--- config.mk ---
export PLATFORM = sky130hd
export DESIGN_NAME = adcr_regs
export DESIGN_NICKNAME = d
export VERILOG_FILES = /design/src/hdl/adcr_pkg.sv /design/src/hdl/adcr_div_if.sv /design/src/hdl/adcr_clkdiv.sv /design/src/hdl/adcr_regs.sv
export VERILOG_INCLUDE_DIRS = /design/src /design/src/hdl
export SDC_FILE = /design/constraint.sdc
export NUM_CORES = 1
export LEC_CHECK = 0
export ABC_AREA = 1
export BUFFER_PORTS_ARGS = -buffer_cell sky130_fd_sc_hd__buf_4
export CORE_UTILIZATION = 40
export DETAILED_ROUTE_END_ITERATION = 8
export GPL_ROUTABILITY_DRIVEN = 0
export PLACE_DENSITY = 0.63
export SYNTH_ARGS = -nofsm -noshare
export SYNTH_HDL_FRONTEND = slang
export SYNTH_SLANG_ARGS = --single-unit
export TNS_END_PERCENT = 1
--- constraint.sdc ---
create_clock -name mclk -period 9.7 [get_ports mclk]
set_input_delay 0.97 -clock mclk [delete_from_list [all_inputs] [get_ports mclk]]
set_output_delay 0.97 -clock mclk [all_outputs]
set_load 0.02 [all_outputs]
--- src/hdl/adcr_params.svh ---
// offsets, field positions, reset values and counts of the converter
// clock and pin configuration bank; holds definitions only
`ifndef ADCR_PARAMS_SVH
`define ADCR_PARAMS_SVH

// ----------------------------------------------------------------------
// register offsets (15-bit serial port address space)
// ----------------------------------------------------------------------
`define ADCR_OFS_TEMP_DIODE   15'h0028
`define ADCR_OFS_FULLSCALE    15'h0030
`define ADCR_OFS_PD_PIN_EN    15'h003F
`define ADCR_OFS_PIN_ROUTE    15'h0040
`define ADCR_OFS_DIV_RATIO    15'h010B
`define ADCR_OFS_DIV_PHASE    15'h010C
`define ADCR_OFS_AUTOPHASE    15'h010D
`define ADCR_OFS_FINE_DLY     15'h0117

// ----------------------------------------------------------------------
// reset values
// ----------------------------------------------------------------------
`define ADCR_RST_TEMP_DIODE   8'h00
`define ADCR_RST_FULLSCALE    8'h04
`define ADCR_RST_PD_PIN_EN    8'h00
`define ADCR_RST_PIN_ROUTE    8'h3F
`define ADCR_RST_DIV_RATIO    8'h00
`define ADCR_RST_DIV_PHASE    8'h00
`define ADCR_RST_AUTOPHASE    8'h00
`define ADCR_RST_FINE_DLY     8'h00

// ----------------------------------------------------------------------
// writable bit masks (all other bits reserved, read as zero)
// ----------------------------------------------------------------------
`define ADCR_MSK_TEMP_DIODE   8'h01
`define ADCR_MSK_FULLSCALE    8'h0C
`define ADCR_MSK_PD_PIN_EN    8'h80
`define ADCR_MSK_PIN_ROUTE    8'hFF
`define ADCR_MSK_DIV_RATIO    8'h07
`define ADCR_MSK_DIV_PHASE    8'h0F
`define ADCR_MSK_AUTOPHASE    8'h8F
`define ADCR_MSK_FINE_DLY     8'h01

// ----------------------------------------------------------------------
// field positions
// ----------------------------------------------------------------------
`define ADCR_BIT_DIODE_SEL    0
`define ADCR_FS_LSB           2
`define ADCR_BIT_PD_IGNORE    7
`define ADCR_SLEEP_FN_LSB     6
`define ADCR_ROUTE_B_LSB      3
`define ADCR_ROUTE_A_LSB      0
`define ADCR_BIT_AUTOPHASE    7
`define ADCR_NEG_WIN_LSB      2
`define ADCR_POS_WIN_LSB      0
`define ADCR_BIT_FINE_DLY     0

// ----------------------------------------------------------------------
// codes and counts
// ----------------------------------------------------------------------
`define ADCR_SLEEP_FN_PDWN    2'h0
`define ADCR_SLEEP_FN_STBY    2'h1
`define ADCR_ROUTE_DETECT     3'h0
`define ADCR_ROUTE_DIODE      3'h3
`define ADCR_ROUTE_OFF        3'h7
`define ADCR_DP_RST_CYCLES    3'h4

`endif

--- src/hdl/adcr_pkg.sv ---
// types shared by the configuration bank and its clock divider
// assumes adcr_params.svh is on the include path
`include "adcr_params.svh"

package adcr_pkg;

    typedef enum logic {
        SPI_INSTR,
        SPI_DATA
    } adcr_spi_state_type;

    // divider ratio code to divide factor; undefined codes divide by 1
    function automatic logic [3:0] adcr_ratio(input logic [2:0] code);
        case (code)
            3'h1:    adcr_ratio = 4'h2;
            3'h3:    adcr_ratio = 4'h4;
            3'h7:    adcr_ratio = 4'h8;
            default: adcr_ratio = 4'h1;
        endcase
    endfunction : adcr_ratio

    typedef struct packed {
        logic [2:0] cnt;
        logic [7:0] dly;
        logic       clk;
        logic       tick;
    } adcr_div_state_type;

    typedef struct packed {
        logic [2:0]         csb_sync;
        logic [2:0]         sclk_sync;
        logic [1:0]         sdio_sync;
        logic [1:0]         sleep_sync;
        logic [2:0]         sync_sync;
        adcr_spi_state_type st;
        logic [3:0]         bit_cnt;
        logic [15:0]        shift;
        logic [14:0]        addr;
        logic               rd;
        logic [7:0]         tx;
        logic               oe;
        logic [7:0]         temp_diode;
        logic [7:0]         fullscale;
        logic [7:0]         pd_pin_en;
        logic [7:0]         pin_route;
        logic [7:0]         div_ratio;
        logic [7:0]         div_phase;
        logic [7:0]         autophase;
        logic [7:0]         fine_dly;
        logic [2:0]         dp_rst_cnt;
        logic               dp_rst;
        logic [2:0]         frame_pos;
        logic               realign;
        logic               pd;
        logic               sb;
        logic               alarm_a;
        logic               alarm_a_oe;
        logic               alarm_b;
        logic               alarm_b_oe;
        logic               diode_a;
    } adcr_regs_state_type;

endpackage : adcr_pkg

--- src/hdl/adcr_div_if.sv ---
// carrier between the configuration bank and the sample clock divider
// assumes both ends run on mclk
`timescale 1ns/1ps
`default_nettype none

interface adcr_div_if;
    logic [2:0] ratio_code;
    logic [3:0] phase_code;
    logic       realign;
    logic       dev_clk;
    logic       dev_tick;
    logic       half_shift;

    modport ctrl (
        output ratio_code,
        output phase_code,
        output realign,
        input  dev_clk,
        input  dev_tick,
        input  half_shift
    );

    modport div (
        input  ratio_code,
        input  phase_code,
        input  realign,
        output dev_clk,
        output dev_tick,
        output half_shift
    );
endinterface : adcr_div_if

`default_nettype wire

--- src/hdl/adcr_clkdiv.sv ---
// sample clock divider with whole-cycle phase delay
// assumes mclk is the converter input clock and rst is already synced
`timescale 1ns/1ps
`default_nettype none

module adcr_clkdiv
    import adcr_pkg::*;
(
    input  wire logic mclk,
    input  wire logic rst_sync_n,
    adcr_div_if.div   div
);
    adcr_div_state_type r_ff;
    adcr_div_state_type nxt_r;

    always_comb begin
        logic [3:0] n;
        logic       tap;
        n     = 4'h0;
        tap   = 1'b0;
        nxt_r = r_ff;
        n     = adcr_ratio(div.ratio_code);
        if (div.realign || ({1'b0, r_ff.cnt} >= n - 4'h1)) begin
            nxt_r.cnt = 3'h0;
        end else begin
            nxt_r.cnt = r_ff.cnt + 3'h1;
        end
        nxt_r.dly = {r_ff.dly[6:0], ({1'b0, r_ff.cnt} < (n >> 1))};
        // whole input cycles from the tap, half cycle left to the
        // analog delay cell since logic sees only one edge
        tap       = r_ff.dly[div.phase_code[3:1]];
        nxt_r.clk = (n == 4'h1) ? 1'b1 : tap;
        nxt_r.tick = (n == 4'h1) ? 1'b1 : (tap & ~r_ff.clk);
    end

    always_ff @(posedge mclk or negedge rst_sync_n) begin
        if (!rst_sync_n) begin
            r_ff <= '0;
        end else begin
            r_ff <= nxt_r;
        end
    end

    assign div.dev_clk    = r_ff.clk;
    assign div.dev_tick   = r_ff.tick;
    assign div.half_shift = div.phase_code[0];
endmodule : adcr_clkdiv

`default_nettype wire

--- src/hdl/adcr_regs.sv ---
// clock and pin configuration bank of a dual sampling converter,
// reached over the three-wire serial control port
// assumes serial pins toggle far slower than mclk (sclk <= mclk/8)
//
// Function
// - diode select bit 0 set enables temperature diode, clear none.
// - full-scale code 01 for range >= 1.82 V, 10 below; reset 0x04.
// - bit 7 clear honours sleep pin, set ignores it.
// - sleep function 00 powers down, 01 standby, other codes off.
// - alarm A route 000 drives detect flag, 111 disables pin.
// - alarm A route 011 puts temperature diode onto pin A.
// - alarm B route 000 drives detect flag, 111 disables pin.
// - divider code 000/001/011/111 divides by 1/2/4/8.
// - divider phase delays half input cycle per code step.
// - autophase bit 7 enables divider realignment from sync input.
// - positive skew window tolerates 0 to 2 device clocks.
// - enabling fine delay sets fine delay and starts datapath reset.
// - datapath soft reset clears itself after it is done.
`timescale 1ns/1ps
`default_nettype none
`include "adcr_params.svh"

module adcr_regs
    import adcr_pkg::*;
(
    input  wire logic       mclk,
    input  wire logic       rst_n,
    input  wire logic       spi_csb_n,
    input  wire logic       spi_sclk,
    input  wire logic       spi_sdio_in,
    output logic            spi_sdio_out,
    output logic            spi_sdio_oe,
    input  wire logic       sleep_control_pin,
    input  wire logic       sync_pin,
    input  wire logic       fast_detect_a,
    input  wire logic       fast_detect_b,
    output logic            temp_diode_en,
    output logic [1:0]      fullscale_code,
    output logic            powerdown_req,
    output logic            standby_req,
    output logic            level_alarm_pin_a,
    output logic            level_alarm_pin_a_oe,
    output logic            level_alarm_pin_b,
    output logic            level_alarm_pin_b_oe,
    output logic            diode_on_alarm_a,
    output logic            dev_clk,
    output logic            dev_tick,
    output logic            half_cycle_shift,
    output logic            fine_delay_en,
    output logic            dp_soft_reset
);

    // ------------------------------------------------------------------
    // reset release
    // ------------------------------------------------------------------
    logic [1:0] rst_sync_ff;
    logic       rst_sync_n;

    always_ff @(posedge mclk or negedge rst_n) begin
        if (!rst_n) begin
            rst_sync_ff <= 2'h0;
        end else begin
            rst_sync_ff <= {rst_sync_ff[0], 1'b1};
        end
    end

    assign rst_sync_n = rst_sync_ff[1];

    // ------------------------------------------------------------------
    // readback decode
    // ------------------------------------------------------------------
    adcr_regs_state_type r_ff;
    adcr_regs_state_type nxt_r;

    function automatic logic [7:0] rd_reg(input adcr_regs_state_type s,
                                          input logic [14:0]     a);
        if (a == `ADCR_OFS_TEMP_DIODE) begin
            rd_reg = s.temp_diode;
        end else if (a == `ADCR_OFS_FULLSCALE) begin
            rd_reg = s.fullscale;
        end else if (a == `ADCR_OFS_PD_PIN_EN) begin
            rd_reg = s.pd_pin_en;
        end else if (a == `ADCR_OFS_PIN_ROUTE) begin
            rd_reg = s.pin_route;
        end else if (a == `ADCR_OFS_DIV_RATIO) begin
            rd_reg = s.div_ratio;
        end else if (a == `ADCR_OFS_DIV_PHASE) begin
            rd_reg = s.div_phase;
        end else if (a == `ADCR_OFS_AUTOPHASE) begin
            rd_reg = s.autophase;
        end else if (a == `ADCR_OFS_FINE_DLY) begin
            rd_reg = s.fine_dly;
        end else begin
            rd_reg = 8'h00;
        end
    endfunction : rd_reg

    // ------------------------------------------------------------------
    // divider
    // ------------------------------------------------------------------
    adcr_div_if div_if ();

    assign div_if.ratio_code = r_ff.div_ratio[2:0];
    assign div_if.phase_code = r_ff.div_phase[3:0];
    assign div_if.realign    = r_ff.realign;

    adcr_clkdiv u_clkdiv (
        .mclk       (mclk),
        .rst_sync_n (rst_sync_n),
        .div        (div_if.div)
    );

    // ------------------------------------------------------------------
    // next state
    // ------------------------------------------------------------------
    always_comb begin
        logic        sclk_rise;
        logic        sclk_fall;
        logic        sdi;
        logic [15:0] word;
        logic [7:0]  wd;
        logic [2:0]  pos_lim;
        logic [2:0]  neg_lim;
        logic        in_win;
        logic        sleep_act;
        sclk_rise = 1'b0;
        sclk_fall = 1'b0;
        sdi       = 1'b0;
        word      = 16'h0000;
        wd        = 8'h00;
        pos_lim   = 3'h0;
        neg_lim   = 3'h0;
        in_win    = 1'b0;
        sleep_act = 1'b0;
        nxt_r     = r_ff;

        nxt_r.csb_sync   = {r_ff.csb_sync[1:0], spi_csb_n};
        nxt_r.sclk_sync  = {r_ff.sclk_sync[1:0], spi_sclk};
        nxt_r.sdio_sync  = {r_ff.sdio_sync[0], spi_sdio_in};
        nxt_r.sleep_sync = {r_ff.sleep_sync[0], sleep_control_pin};
        nxt_r.sync_sync  = {r_ff.sync_sync[1:0], sync_pin};
        sclk_rise = r_ff.sclk_sync[1] & ~r_ff.sclk_sync[2];
        sclk_fall = ~r_ff.sclk_sync[1] & r_ff.sclk_sync[2];
        sdi       = r_ff.sdio_sync[1];

        // serial port: 16-bit instruction then data bytes, MSB first;
        // address steps up after each byte for streaming access
        if (r_ff.csb_sync[1]) begin
            nxt_r.st      = SPI_INSTR;
            nxt_r.bit_cnt = 4'h0;
            nxt_r.oe      = 1'b0;
        end else if (sclk_rise) begin
            word = {r_ff.shift[14:0], sdi};
            nxt_r.shift   = word;
            nxt_r.bit_cnt = r_ff.bit_cnt + 4'h1;
            case (r_ff.st)
                SPI_INSTR: begin
                    if (r_ff.bit_cnt == 4'hF) begin
                        nxt_r.st      = SPI_DATA;
                        nxt_r.bit_cnt = 4'h0;
                        nxt_r.rd      = word[15];
                        nxt_r.addr    = word[14:0];
                        nxt_r.oe      = word[15];
                        nxt_r.tx      = rd_reg(r_ff, word[14:0]);
                    end
                end
                SPI_DATA: begin
                    if (r_ff.bit_cnt == 4'h7) begin
                        nxt_r.bit_cnt = 4'h0;
                        nxt_r.addr    = r_ff.addr + 15'h0001;
                        nxt_r.tx      = rd_reg(r_ff, r_ff.addr + 15'h0001);
                        wd            = word[7:0];
                        if (!r_ff.rd) begin
                            if (r_ff.addr == `ADCR_OFS_TEMP_DIODE) begin
                                nxt_r.temp_diode = wd
                                    & `ADCR_MSK_TEMP_DIODE;
                            end else if (r_ff.addr == `ADCR_OFS_FULLSCALE) begin
                                nxt_r.fullscale = wd & `ADCR_MSK_FULLSCALE;
                            end else if (r_ff.addr == `ADCR_OFS_PD_PIN_EN) begin
                                nxt_r.pd_pin_en = wd & `ADCR_MSK_PD_PIN_EN;
                            end else if (r_ff.addr == `ADCR_OFS_PIN_ROUTE) begin
                                nxt_r.pin_route = wd & `ADCR_MSK_PIN_ROUTE;
                            end else if (r_ff.addr == `ADCR_OFS_DIV_RATIO) begin
                                nxt_r.div_ratio = wd & `ADCR_MSK_DIV_RATIO;
                            end else if (r_ff.addr == `ADCR_OFS_DIV_PHASE) begin
                                nxt_r.div_phase = wd & `ADCR_MSK_DIV_PHASE;
                            end else if (r_ff.addr == `ADCR_OFS_AUTOPHASE) begin
                                nxt_r.autophase = wd & `ADCR_MSK_AUTOPHASE;
                            end else if (r_ff.addr == `ADCR_OFS_FINE_DLY) begin
                                nxt_r.fine_dly = wd & `ADCR_MSK_FINE_DLY;
                                // only the off-to-on change starts it
                                if (wd[`ADCR_BIT_FINE_DLY] &&
                                    !r_ff.fine_dly[`ADCR_BIT_FINE_DLY]) begin
                                    nxt_r.dp_rst_cnt =
                                        `ADCR_DP_RST_CYCLES;
                                end
                            end
                        end
                    end
                end
                default: begin
                    nxt_r.st = SPI_INSTR;
                end
            endcase
        end else if (sclk_fall && r_ff.oe && r_ff.bit_cnt != 4'h0) begin
            nxt_r.tx = {r_ff.tx[6:0], 1'b0};
        end

        // ------------------------------------------------------------------
        // datapath soft reset, self clearing
        // ------------------------------------------------------------------
        if (nxt_r.dp_rst_cnt == r_ff.dp_rst_cnt &&
            r_ff.dp_rst_cnt != 3'h0) begin
            nxt_r.dp_rst_cnt = r_ff.dp_rst_cnt - 3'h1;
        end
        nxt_r.dp_rst = (nxt_r.dp_rst_cnt != 3'h0);

        // ------------------------------------------------------------------
        // sleep pin
        // ------------------------------------------------------------------
        sleep_act = r_ff.sleep_sync[1] &
                    ~r_ff.pd_pin_en[`ADCR_BIT_PD_IGNORE];
        nxt_r.pd = sleep_act &&
            (r_ff.pin_route[`ADCR_SLEEP_FN_LSB +: 2] ==
             `ADCR_SLEEP_FN_PDWN);
        nxt_r.sb = sleep_act &&
            (r_ff.pin_route[`ADCR_SLEEP_FN_LSB +: 2] ==
             `ADCR_SLEEP_FN_STBY);

        // ------------------------------------------------------------------
        // alarm pins; reserved routes leave the pin undriven
        // ------------------------------------------------------------------
        nxt_r.alarm_a    = fast_detect_a;
        nxt_r.alarm_a_oe = (r_ff.pin_route[`ADCR_ROUTE_A_LSB +: 3] ==
                            `ADCR_ROUTE_DETECT);
        nxt_r.diode_a    = (r_ff.pin_route[`ADCR_ROUTE_A_LSB +: 3] ==
                            `ADCR_ROUTE_DIODE);
        nxt_r.alarm_b    = fast_detect_b;
        nxt_r.alarm_b_oe = (r_ff.pin_route[`ADCR_ROUTE_B_LSB +: 3] ==
                            `ADCR_ROUTE_DETECT);

        // ------------------------------------------------------------------
        // automatic divider phase adjustment
        // ------------------------------------------------------------------
        nxt_r.realign = 1'b0;
        if (div_if.dev_tick) begin
            nxt_r.frame_pos = r_ff.frame_pos + 3'h1;
        end
        neg_lim = {1'b0, r_ff.autophase[`ADCR_NEG_WIN_LSB +: 2]};
        pos_lim = (r_ff.autophase[`ADCR_POS_WIN_LSB +: 2] == 2'h3) ? 3'h2 :
                  {1'b0, r_ff.autophase[`ADCR_POS_WIN_LSB +: 2]};
        in_win  = (r_ff.frame_pos <= pos_lim) ||
                  ((3'h0 - r_ff.frame_pos) <= neg_lim);
        // a divide of one has no phase to adjust
        if (r_ff.autophase[`ADCR_BIT_AUTOPHASE] &&
            (r_ff.div_ratio[2:0] != 3'h0) &&
            r_ff.sync_sync[1] && !r_ff.sync_sync[2] && !in_win) begin
            nxt_r.realign   = 1'b1;
            nxt_r.frame_pos = 3'h0;
        end
    end

    always_ff @(posedge mclk or negedge rst_sync_n) begin
        if (!rst_sync_n) begin
            r_ff            <= '0;
            r_ff.csb_sync   <= 3'h7;
            r_ff.st         <= SPI_INSTR;
            r_ff.temp_diode <= `ADCR_RST_TEMP_DIODE;
            r_ff.fullscale  <= `ADCR_RST_FULLSCALE;
            r_ff.pd_pin_en  <= `ADCR_RST_PD_PIN_EN;
            r_ff.pin_route  <= `ADCR_RST_PIN_ROUTE;
            r_ff.div_ratio  <= `ADCR_RST_DIV_RATIO;
            r_ff.div_phase  <= `ADCR_RST_DIV_PHASE;
            r_ff.autophase  <= `ADCR_RST_AUTOPHASE;
            r_ff.fine_dly   <= `ADCR_RST_FINE_DLY;
        end else begin
            r_ff <= nxt_r;
        end
    end

    // ------------------------------------------------------------------
    // outputs
    // ------------------------------------------------------------------
    assign spi_sdio_out         = r_ff.tx[7];
    assign spi_sdio_oe          = r_ff.oe;
    assign temp_diode_en        = r_ff.temp_diode[`ADCR_BIT_DIODE_SEL];
    assign fullscale_code       = r_ff.fullscale[`ADCR_FS_LSB +: 2];
    assign powerdown_req        = r_ff.pd;
    assign standby_req          = r_ff.sb;
    assign level_alarm_pin_a    = r_ff.alarm_a;
    assign level_alarm_pin_a_oe = r_ff.alarm_a_oe;
    assign level_alarm_pin_b    = r_ff.alarm_b;
    assign level_alarm_pin_b_oe = r_ff.alarm_b_oe;
    assign diode_on_alarm_a     = r_ff.diode_a &
                                  r_ff.temp_diode[`ADCR_BIT_DIODE_SEL];
    assign dev_clk              = div_if.dev_clk;
    assign dev_tick             = div_if.dev_tick;
    assign half_cycle_shift     = div_if.half_shift;
    assign fine_delay_en        = r_ff.fine_dly[`ADCR_BIT_FINE_DLY];
    assign dp_soft_reset        = r_ff.dp_rst;

endmodule : adcr_regs

`default_nettype wire

Word level (Yosys, flattened, before mapping)
Cells that the tools add are included.

cells by class
  add/subtract/negate cells = 7
  order comparisons = 5
  equal/unequal tests = 39
  mux-type cells = 63
  bitwise gates (word level) = 19
  reduce and logical (&&, ||, !) cells = 39

operator list
  kind                                                                     number
  15-bit by 9-bit equality test with 1-bit output (second input constant)  12
  60-bit 2-to-1 mux                                                        3
  8-bit 2-to-1 mux                                                         20
  15-bit by 6-bit equality test with 1-bit output (second input constant)  9
  68-bit 2-to-1 mux                                                        1
  55-bit 2-to-1 mux                                                        1
  51-bit 2-to-1 mux                                                        1
  15-bit by 7-bit equality test with 1-bit output (second input constant)  3
  43-bit 2-to-1 mux                                                        1
  37-bit 2-to-1 mux                                                        1
  30-bit 2-to-1 mux                                                        1
  15-bit one-hot mux with 2 select lines                                   1
  25-bit 2-to-1 mux                                                        1
  4-bit 2-to-1 mux                                                         6
  23-bit 2-to-1 mux                                                        1
  19-bit 2-to-1 mux                                                        1
  3-bit 2-to-1 mux                                                         6
  8-bit one-hot mux with 2 select lines                                    1
  15-bit by 1-bit adder with 15-bit output (second input constant)         1
  15-bit 2-to-1 mux                                                        1
  1-bit NOT                                                                14
  13-bit AND reduction                                                     1
  4-bit one-hot mux with 3 select lines                                    1
  12-bit AND reduction                                                     1
  other kinds (45)                                                         83

storage, ports and cells
  bits in registers = 113
  bits of input ports = 9
  output and inout bits = 17
  word-level logic and storage cells = 208

Depth between registers and ports, before layout
Gate-level depths: netlist of the first run.

  depth after elaboration = 20
  mapped depth = 18

By module
From an unflattened synthesis of the first run, not the netlist that was laid out.

unflattened totals
  cell total of the unflattened synthesis = 815
  area, all modules = 6288.5 um^2

by module, submodules not included
  module       instances  cells each  area an instance (um^2)  seq. area each (um^2)
  adcr_regs    1          744         5634.2                   2488.6
  adcr_clkdiv  1          71          654.4                    325.3

Worst setup path after synthesis of the first run
OpenSTA, ideal clock, no wires.

  path kind = reg2reg
  start point = register r_ff[89] (netlist bit)
  end point = register r_ff[83] (netlist bit)
  setup time = 0.116 ns
  data arrival time = 2.032 ns
  data required time = 9.584 ns
  path slack = 7.552 ns
  stages on the path, launching flop included = 18
  buffers on the path = 0
  clock period less this slack = 2.148 ns
  cell sequence = dfrtp_1 > ha_1 > nand3_2 > nor2_4 > nand2_1 > nand2_1 > nand2_2 > nor2_4 > nand2_4 > nor2_8 > nand2_2 > or2_0 > nand3_1 > nand3_1 > nand2_1 > nand2_1 > nand2_1 > nand2_1

on the way
  word-level cells in the longest chain between the ends = 12
  elaborated cells on any way between the ends = 18

ends and longest elaborated chain
  element                                                    RTL line          RTL
  start: declaration                                         adcr_regs.sv:72   adcr_regs_state_type r_ff;
  start signal: assignment                                   adcr_regs.sv:277  r_ff <= nxt_r;
  15-bit by 1-bit adder with 15-bit output (*)               adcr_regs.sv:171  nxt_r.tx = rd_reg(r_ff, r_ff.addr + 15'h0001);
  15-bit by 9-bit equality test with 1-bit output (no line)  -
  8-bit 2-to-1 mux                                           adcr_regs.sv:89   end else if (a == `ADCR_OFS_AUTOPHASE) begin
  8-bit 2-to-1 mux                                           adcr_regs.sv:87   end else if (a == `ADCR_OFS_DIV_PHASE) begin
  8-bit 2-to-1 mux                                           adcr_regs.sv:85   end else if (a == `ADCR_OFS_DIV_RATIO) begin
  8-bit 2-to-1 mux                                           adcr_regs.sv:83   end else if (a == `ADCR_OFS_PIN_ROUTE) begin
  8-bit 2-to-1 mux                                           adcr_regs.sv:81   end else if (a == `ADCR_OFS_PD_PIN_EN) begin
  8-bit 2-to-1 mux                                           adcr_regs.sv:79   end else if (a == `ADCR_OFS_FULLSCALE) begin
  8-bit 2-to-1 mux (*)                                       adcr_regs.sv:77   if (a == `ADCR_OFS_TEMP_DIODE) begin
  8-bit 2-to-1 mux (*)                                       adcr_regs.sv:168  if (r_ff.bit_cnt == 4'h7) begin
  8-bit one-hot mux with 2 select lines (*)                  adcr_regs.sv:156  case (r_ff.st)
  8-bit 2-to-1 mux (*)                                       adcr_regs.sv:152  end else if (sclk_rise) begin

Mark *: on every way between the ends. The rest lies on a longest branch, timed or not. The select of a mux whose other input is x is not followed.
A chain may end at the register's enable or synchronous reset.

Worst setup path in the final report of the first run
  start point = register r_ff (netlist bit nxt_r[134])
  end point = register r_ff[102] (netlist bit)

on the way
  word-level cells in the longest chain between the ends = 2

ends and longest elaborated chain
  element                        RTL line          RTL
  1-bit AND                      adcr_regs.sv:142  sclk_rise = r_ff.sclk_sync[1] & ~r_ff.sclk_sync[2];
  4-bit AND reduction (no line)  -

Every way passes these cells.

==> flow_summary.yaml, run 1 <==
status:
  status: "complete, no violations"
floorplanning:
  rows: 45
  dieArea_um2: 16300
  die-width_um: 128
  io_pins: 26
  core_um2: 15300
  start_util: 0.412
  die_y_um: 128
cells_and_area:
  area_delta_synth_final_pct: 11.6
  antennaDiodeCount: 0
  final_cells: 1058
  drive_gt1_frac: 0.103
  design_area_um2: 7040
  fin_nets: 872
timing:
  max_freq_mhz: 267
  setup_viol: 0
  rsz0062_at_grt: "false"
  slew_headroom: 0.337
  finalCritPeriodShare: 0.386
  tns_ns: 0
  worst_slew_pin_slew_ns: 0.991
  final.min_clock_period_ns: 3.74
  fin_skew_ns: 0.00810
  finalHoldViolations: 0
  slew_viol_final: 0
clocking:
  clk_pin_slew_ns: 0.07
  clock_latency_ns: 0.37
  cts-htree-levels: 3
  postCtsSetupBuffers: 0
  cts_inserted_buffers: 9
  cts_tree: "built"
  clk_path_buf_depth: 2
  cts_num_sinks: 112
  cts_hold_buf: 0
  cts_resized: 0
  cts_root_buf: "clkbuf_16"
logic_synthesis:
  yosys_warnings: 0
  synthMuxAreaShare: 0.00317
  syn_avg_cell_area_um2: 7.72
  synth_cell_types: 43
  netlist_instances: 818
  synth-edff-count: 0
  ys_ff_latch: 112
  synth_common_cells: "nand2_1 (185), inv_1 (113), dfrtp_1 (103)"
  synth_compound_area_frac: 0.111
  synth_flop_cell: "dfrtp_1"
  yosysTopAreaCell: "dfrtp_1"
  synth_nets: 848
  synth-async-reset-ratio: 1.00
  synth_area_um2: 6310
  synthXorXnorAreaFrac: 0.0125
  yosys-top-cells-area: "dfrtp_1 (41%), nand2_1 (11%), inv_1 (6.7%)"
  synthSimpleGateAreaFrac: 0.303
  synth_top_area_frac: 0.408
  synth.most_common_cell: "nand2_1"
  synth_top_family_by_area: "simple AND/OR/NAND/NOR gates"
  synth_fa_ha_area_frac: 0.0416
  ys_seq_area_frac: 0.446
routing:
  drtIter0Drc: 549
  drtPass1Iterations: 5
  detail_route.wirelength_um: 16300
  drcViolationCount: 0
  antenna_left: 0
  routedWlPerCell_um: 15.4
  via_count: 5575
  routed_via_density: 5.27
power:
  static-leakage-power_uw: 0.00333
  p_total_uw: 984
  powerDensity_nw_per_um2: 140
  ir_worst_vdd_uv: 91.5
critical_path:
  critPathRequiredTime_ns: 9.92
  reg2reg_depth: 10
  r2r-start: "nxt_r[134]"
  cp-start-kind: "flip-flop"
  worst-path-max-fanout: 30
  cp.arrival_ns: 3.96
  endpoint_kind: "flip-flop"
  path_class: "flip-flop to flip-flop"
  cp-startpoint: "nxt_r[134]"
grt:
  grt_usage: 0.215
  grt_max_degree: 59
  overflow: 0
  grt_pass1_vias: 5251
  grt_pass1_wl_um: 26800
  antenna_found_initial: 0
place:
  numPortBuffers: 25
  place_inst: 1042
  dp_hpwl_um: 12300
  place_area_um2: 6720
hold_path:
  min_path_type: "flip-flop to flip-flop"
  hold_start: "nxt_r[131]"
  whs_path_depth: 0
job:
  max_cap_violations: 0
[final timing paths]
kind	end	slack, ns
hold reg to reg	r_ff[131]	0.35
setup / recovery	r_ff[102]	5.96
max in group asynchronous	r_ff[99]	8.14
setup reg to reg	r_ff[102]	5.96
min in group asynchronous	rst_sync_ff[1]	0.37
hold / removal	r_ff[131]	0.35
[per-stage QoR]
step | util | setup slack, ns | hold slack (ns)
finish | 0.460 | 5.96 | 0.351
detailed placement | 0.439 | 6.10 | 0.336
CTS | 0.460 | 6.09 | 0.353
global route | 0.460 | 5.56 | 0.356
global placement | 0.439 | 6.28 | 0.333
floorplan | - | 6.36 | 0.331
[worst max-delay path, stage by stage, from the launching register on]
cell	delay, ns
dfrtp_1	0.37
inv_1	0.04
nor2_1	0.72
inv_1	0.35
nor2_1	0.17
buf_4	0.30
inv_1	0.17
nor2_1	0.62
inv_1	0.49
a21oi_1	0.25
a22oi_1	0.09
[registers in the layout, summed over array words and instances (netlist names), 2 cells and up]
register and flops:
div_if.phase_code 4, div_if.ratio_code 3, fullscale_code 2, nxt_r 8
r_ff 68, rst_sync_ff 2, u_clkdiv.nxt_r 7, u_clkdiv.r_ff 4
[placed cells by master (no fill, tap or decap), types with 3 or more instances in the layout]
cell / instances
a21oi_1: 23
a22oi_1: 10
buf_4: 27
clkbuf_16: 9
dfrtp_1: 102
dfstp_2: 9
ha_1: 21
inv_1: 113
inv_2: 7
nand2_1: 185
nand2_2: 10
nand3_1: 67
nand4_1: 28
nor2_1: 80
nor2_2: 4
nor2_4: 4
nor3_1: 21
nor4_1: 4
nor4_2: 3
o211ai_1: 5
o21ai_0: 64
o21ai_1: 4
o221ai_1: 3
o22ai_1: 6
xnor2_1: 3
xor2_1: 6
[where the power goes]
part	internal [uW]	total (uW)	switching, uW	leakage, uW
Clock	235	413	177	0.000159
Combinational	17.5	70.1	52.6	0.00172
Sequential	479	501	22.0	0.00146
[cell families (layout without fill, tap and decap cells)]
logic type                 Yosys count  count (layout)
other                                1               1
AOI/OAI and AO/OA                  124             124
and+or+nand+nor                    414             414
buffers and inverters              135             164
adders and majority gates           21              21
xor gates and xnor gates             9               9
muxes                                2               2
DFF                                112             112
[cell type report]
type                       count  area, um2
clock buffer                  12        246
fill                        1563       8270
sequential                   112       2820
timing repair buffer          27        203
clock inverter                 4       76.3
multi-input combinational    571       2980
tap                          211        264
inverter                     121        457
[routing by layer]
layer,wire [um],vias up,GRT usage
met5,0,-,0
met4,501,0,0.107
met3,1020,38,0.0436
met2,7530,183,0.339
met1,7240,2625,0.283
li1,-,2729,-
(Power assumes the default switching activity.)
==> run 2, diff against run 1 <==
- PLACE_DENSITY: 0.63 -> 0.65
- clock period: 9.7 -> 3.2 ns (I/O delays scaled with it)
==> run 2 against run 1 <==
Effect of this change:
- die area unchanged
- count of clock-buffer cells in the layout decreased by 2
- register-to-register slack got worse by 5.2 ns
- clock skew increased by 0.0026 ns
- sequential cell count unchanged
- utilization increased by 0.51 points
- worst setup slack got worse by 5.2 ns
- sequential share of layout area decreased by 0.44 points
- wire length decreased by 3.1%
- largest cell class unchanged
==> flow_summary.yaml, run 2 (synthesis gave the netlist of run 1 again) <==
timing:
  setup_viol: 0
  worst_slew_pin_slew_ns: 0.761
  slew_headroom: 0.489
  fin_worst_hold_slack_ns: 0.0580
  tns_ns: 0
  final.min_clock_period_ns: 2.49
  finalCritPeriodShare: 0.778
  fin_skew_ns: 0.0107
  max_freq_mhz: 402
  rsz0062_at_grt: "false"
  slew_viol_final: 0
  finalHoldViolations: 0
grt:
  grt_pass1_wl_um: 26300
  grt_use_met3: 0.0544
  grt-busiest-layer: "met2"
  met1_usage: 0.279
  grt_max_degree: 65
  antenna_found_initial: 0
  overflow: 0
  use_met2: 0.326
  grt_pass1_vias: 5249
  grt_usage: 0.209
clocking:
  clk_pin_slew_ns: 0.07
  cts_inserted_buffers: 9
  cts-htree-levels: 3
  postCtsSetupBuffers: 0
  clk_path_buf_depth: 2
  cts_root_buf: "clkbuf_16"
  clock_latency_ns: 0.36
  cts_tree: "built"
  cts_num_sinks: 112
cells_and_area:
  drive_gt1_frac: 0.112
  antennaDiodeCount: 0
  regMostFlops: "r_ff"
  final_common_cell: "nand2_1"
  area_delta_synth_final_pct: 12.9
  largest_reg_flops: 68
  layout_common_cells: "nand2_1 (185), inv_1 (113), dfrtp_1 (102)"
  fin_nets: 882
  final_cells: 1067
floorplanning:
  core_um2: 15300
  die_y_um: 128
  io_pins: 26
  die-width_um: 128
  rows: 45
  dieArea_um2: 16300
  start_util: 0.412
routing:
  drtIter0Drc: 449
  detail_route.wirelength_um: 15800
  drcViolationCount: 0
  routed_via_density: 5.22
  via_count: 5574
  drtPass1Iterations: 5
  antenna_left: 0
  routedWlPerCell_um: 14.8
place:
  dp_hpwl_um: 11900
  place_inst: 1051
  numPortBuffers: 25
critical_path:
  crit_slowest_cell: "dfrtp_1"
  endpoint_kind: "flip-flop"
  crit_chain: "ha_1 -> nand3_2 -> nor2_4 -> nand3_1 -> nand2_2 -> nand3_1 -> nor2_1 -> nand2_2 -> inv_4 -> nand2_2 -> nand2_1 -> o21bai_1 -> nand2_1 -> nand2_1 -> nand2_1 -> nand2_1 -> nand2_1"
  path_class: "flip-flop to flip-flop"
  cpPeakStageDelay_ns: 0.42
  cp-start-kind: "flip-flop"
  worst-path-max-fanout: 8
  critPathRequiredTime_ns: 3.45
  worst_path_most_repeated_cell: "nand2_1"
  cp.arrival_ns: 2.74
status:
  status: "complete, no violations"
power:
  static-leakage-power_uw: 0.00338
  powerDensity_nw_per_um2: 413
  ir_worst_vdd_uv: 281
job:
  max_cap_violations: 0
hold_path:
  min_path_type: "input port to flip-flop"
## run 2: cell count changes in the layout (fill, tap and decap cells not counted), sizes merged
cell	before	now
buf	27	36
clkbuf	12	10
clkinv	1	3
dlygate4sd3	0	1
inv	122	121
## run 2: final cells by class
cell class                      count  area (um2)
Fill cell                        1573        8190
Multi-Input combinational cell    571        2980
Sequential cell                   112        2820
Inverter                          121         457
Timing Repair Buffer               37         293
Tap cell                          211         264
Clock buffer                       10         229
Clock inverter                      5        82.6
## run 2: what timing repair did
item / in CTS / in global routing
hold endpoints to repair: 2 / 0
hold buffers: 1 / 0
gates resized for setup: 0 / 0
## run 2: through the flow
stage | area [um2] | setup slack [ns] | total power (uW) | utilization
6_report | 7120 | 0.710 | 2940 | 0.465
5_1_grt | 7120 | 0.487 | 3070 | 0.465
4_1_cts | 7120 | 0.713 | 2970 | 0.465
3_5_place_dp | 6800 | 0.725 | 1770 | 0.444
3_3_place_gp | 6800 | 0.767 | 1760 | 0.444
2_1_floorplan | 6310 | 1.05 | 1660 | -
## run 2: worst paths after layout
kind	start	end	cells after the start	slack [ns]
worst max-delay path	r_ff[89]	r_ff[82]	17	0.71
worst min-delay path	spi_csb_n	nxt_r[136]	1	0.06
worst max register to register	r_ff[89]	r_ff[82]	17	0.71
worst min register to register	rst_sync_ff[1]	r_ff[114]	0	0.34
max in group asynchronous	rst_sync_ff[1]	r_ff[50]	1	2.05
min in group asynchronous	rst_n	rst_sync_ff[1]	2	0.27
## run 2: layer usage
| layer | vias up | part of all wire |
|---|---|---|
| met5 | - | 0 |
| met4 | 0 | 0.031 |
| met3 | 39 | 0.070 |
| met2 | 187 | 0.44 |
| met1 | 2600 | 0.46 |
| li1 | 2748 | - |
## run 2: report_power, final
part           internal, uW  switching, uW  leakage, uW
registers              1450           55.9      0.00146
clock network           684            515     0.000153
logic                  65.4            168      0.00177
## run 2: worst max-delay path, delay by kind of cell, from the launching register on
kind                     cells  cell delay [ns]
AO/OA/AOI/OAI                1             0.15
adder cells (fa/ha/maj)      1             0.30
flip-flops                   1             0.42
AND/OR/NAND/NOR             14             1.41
buffers and inverters        1             0.09
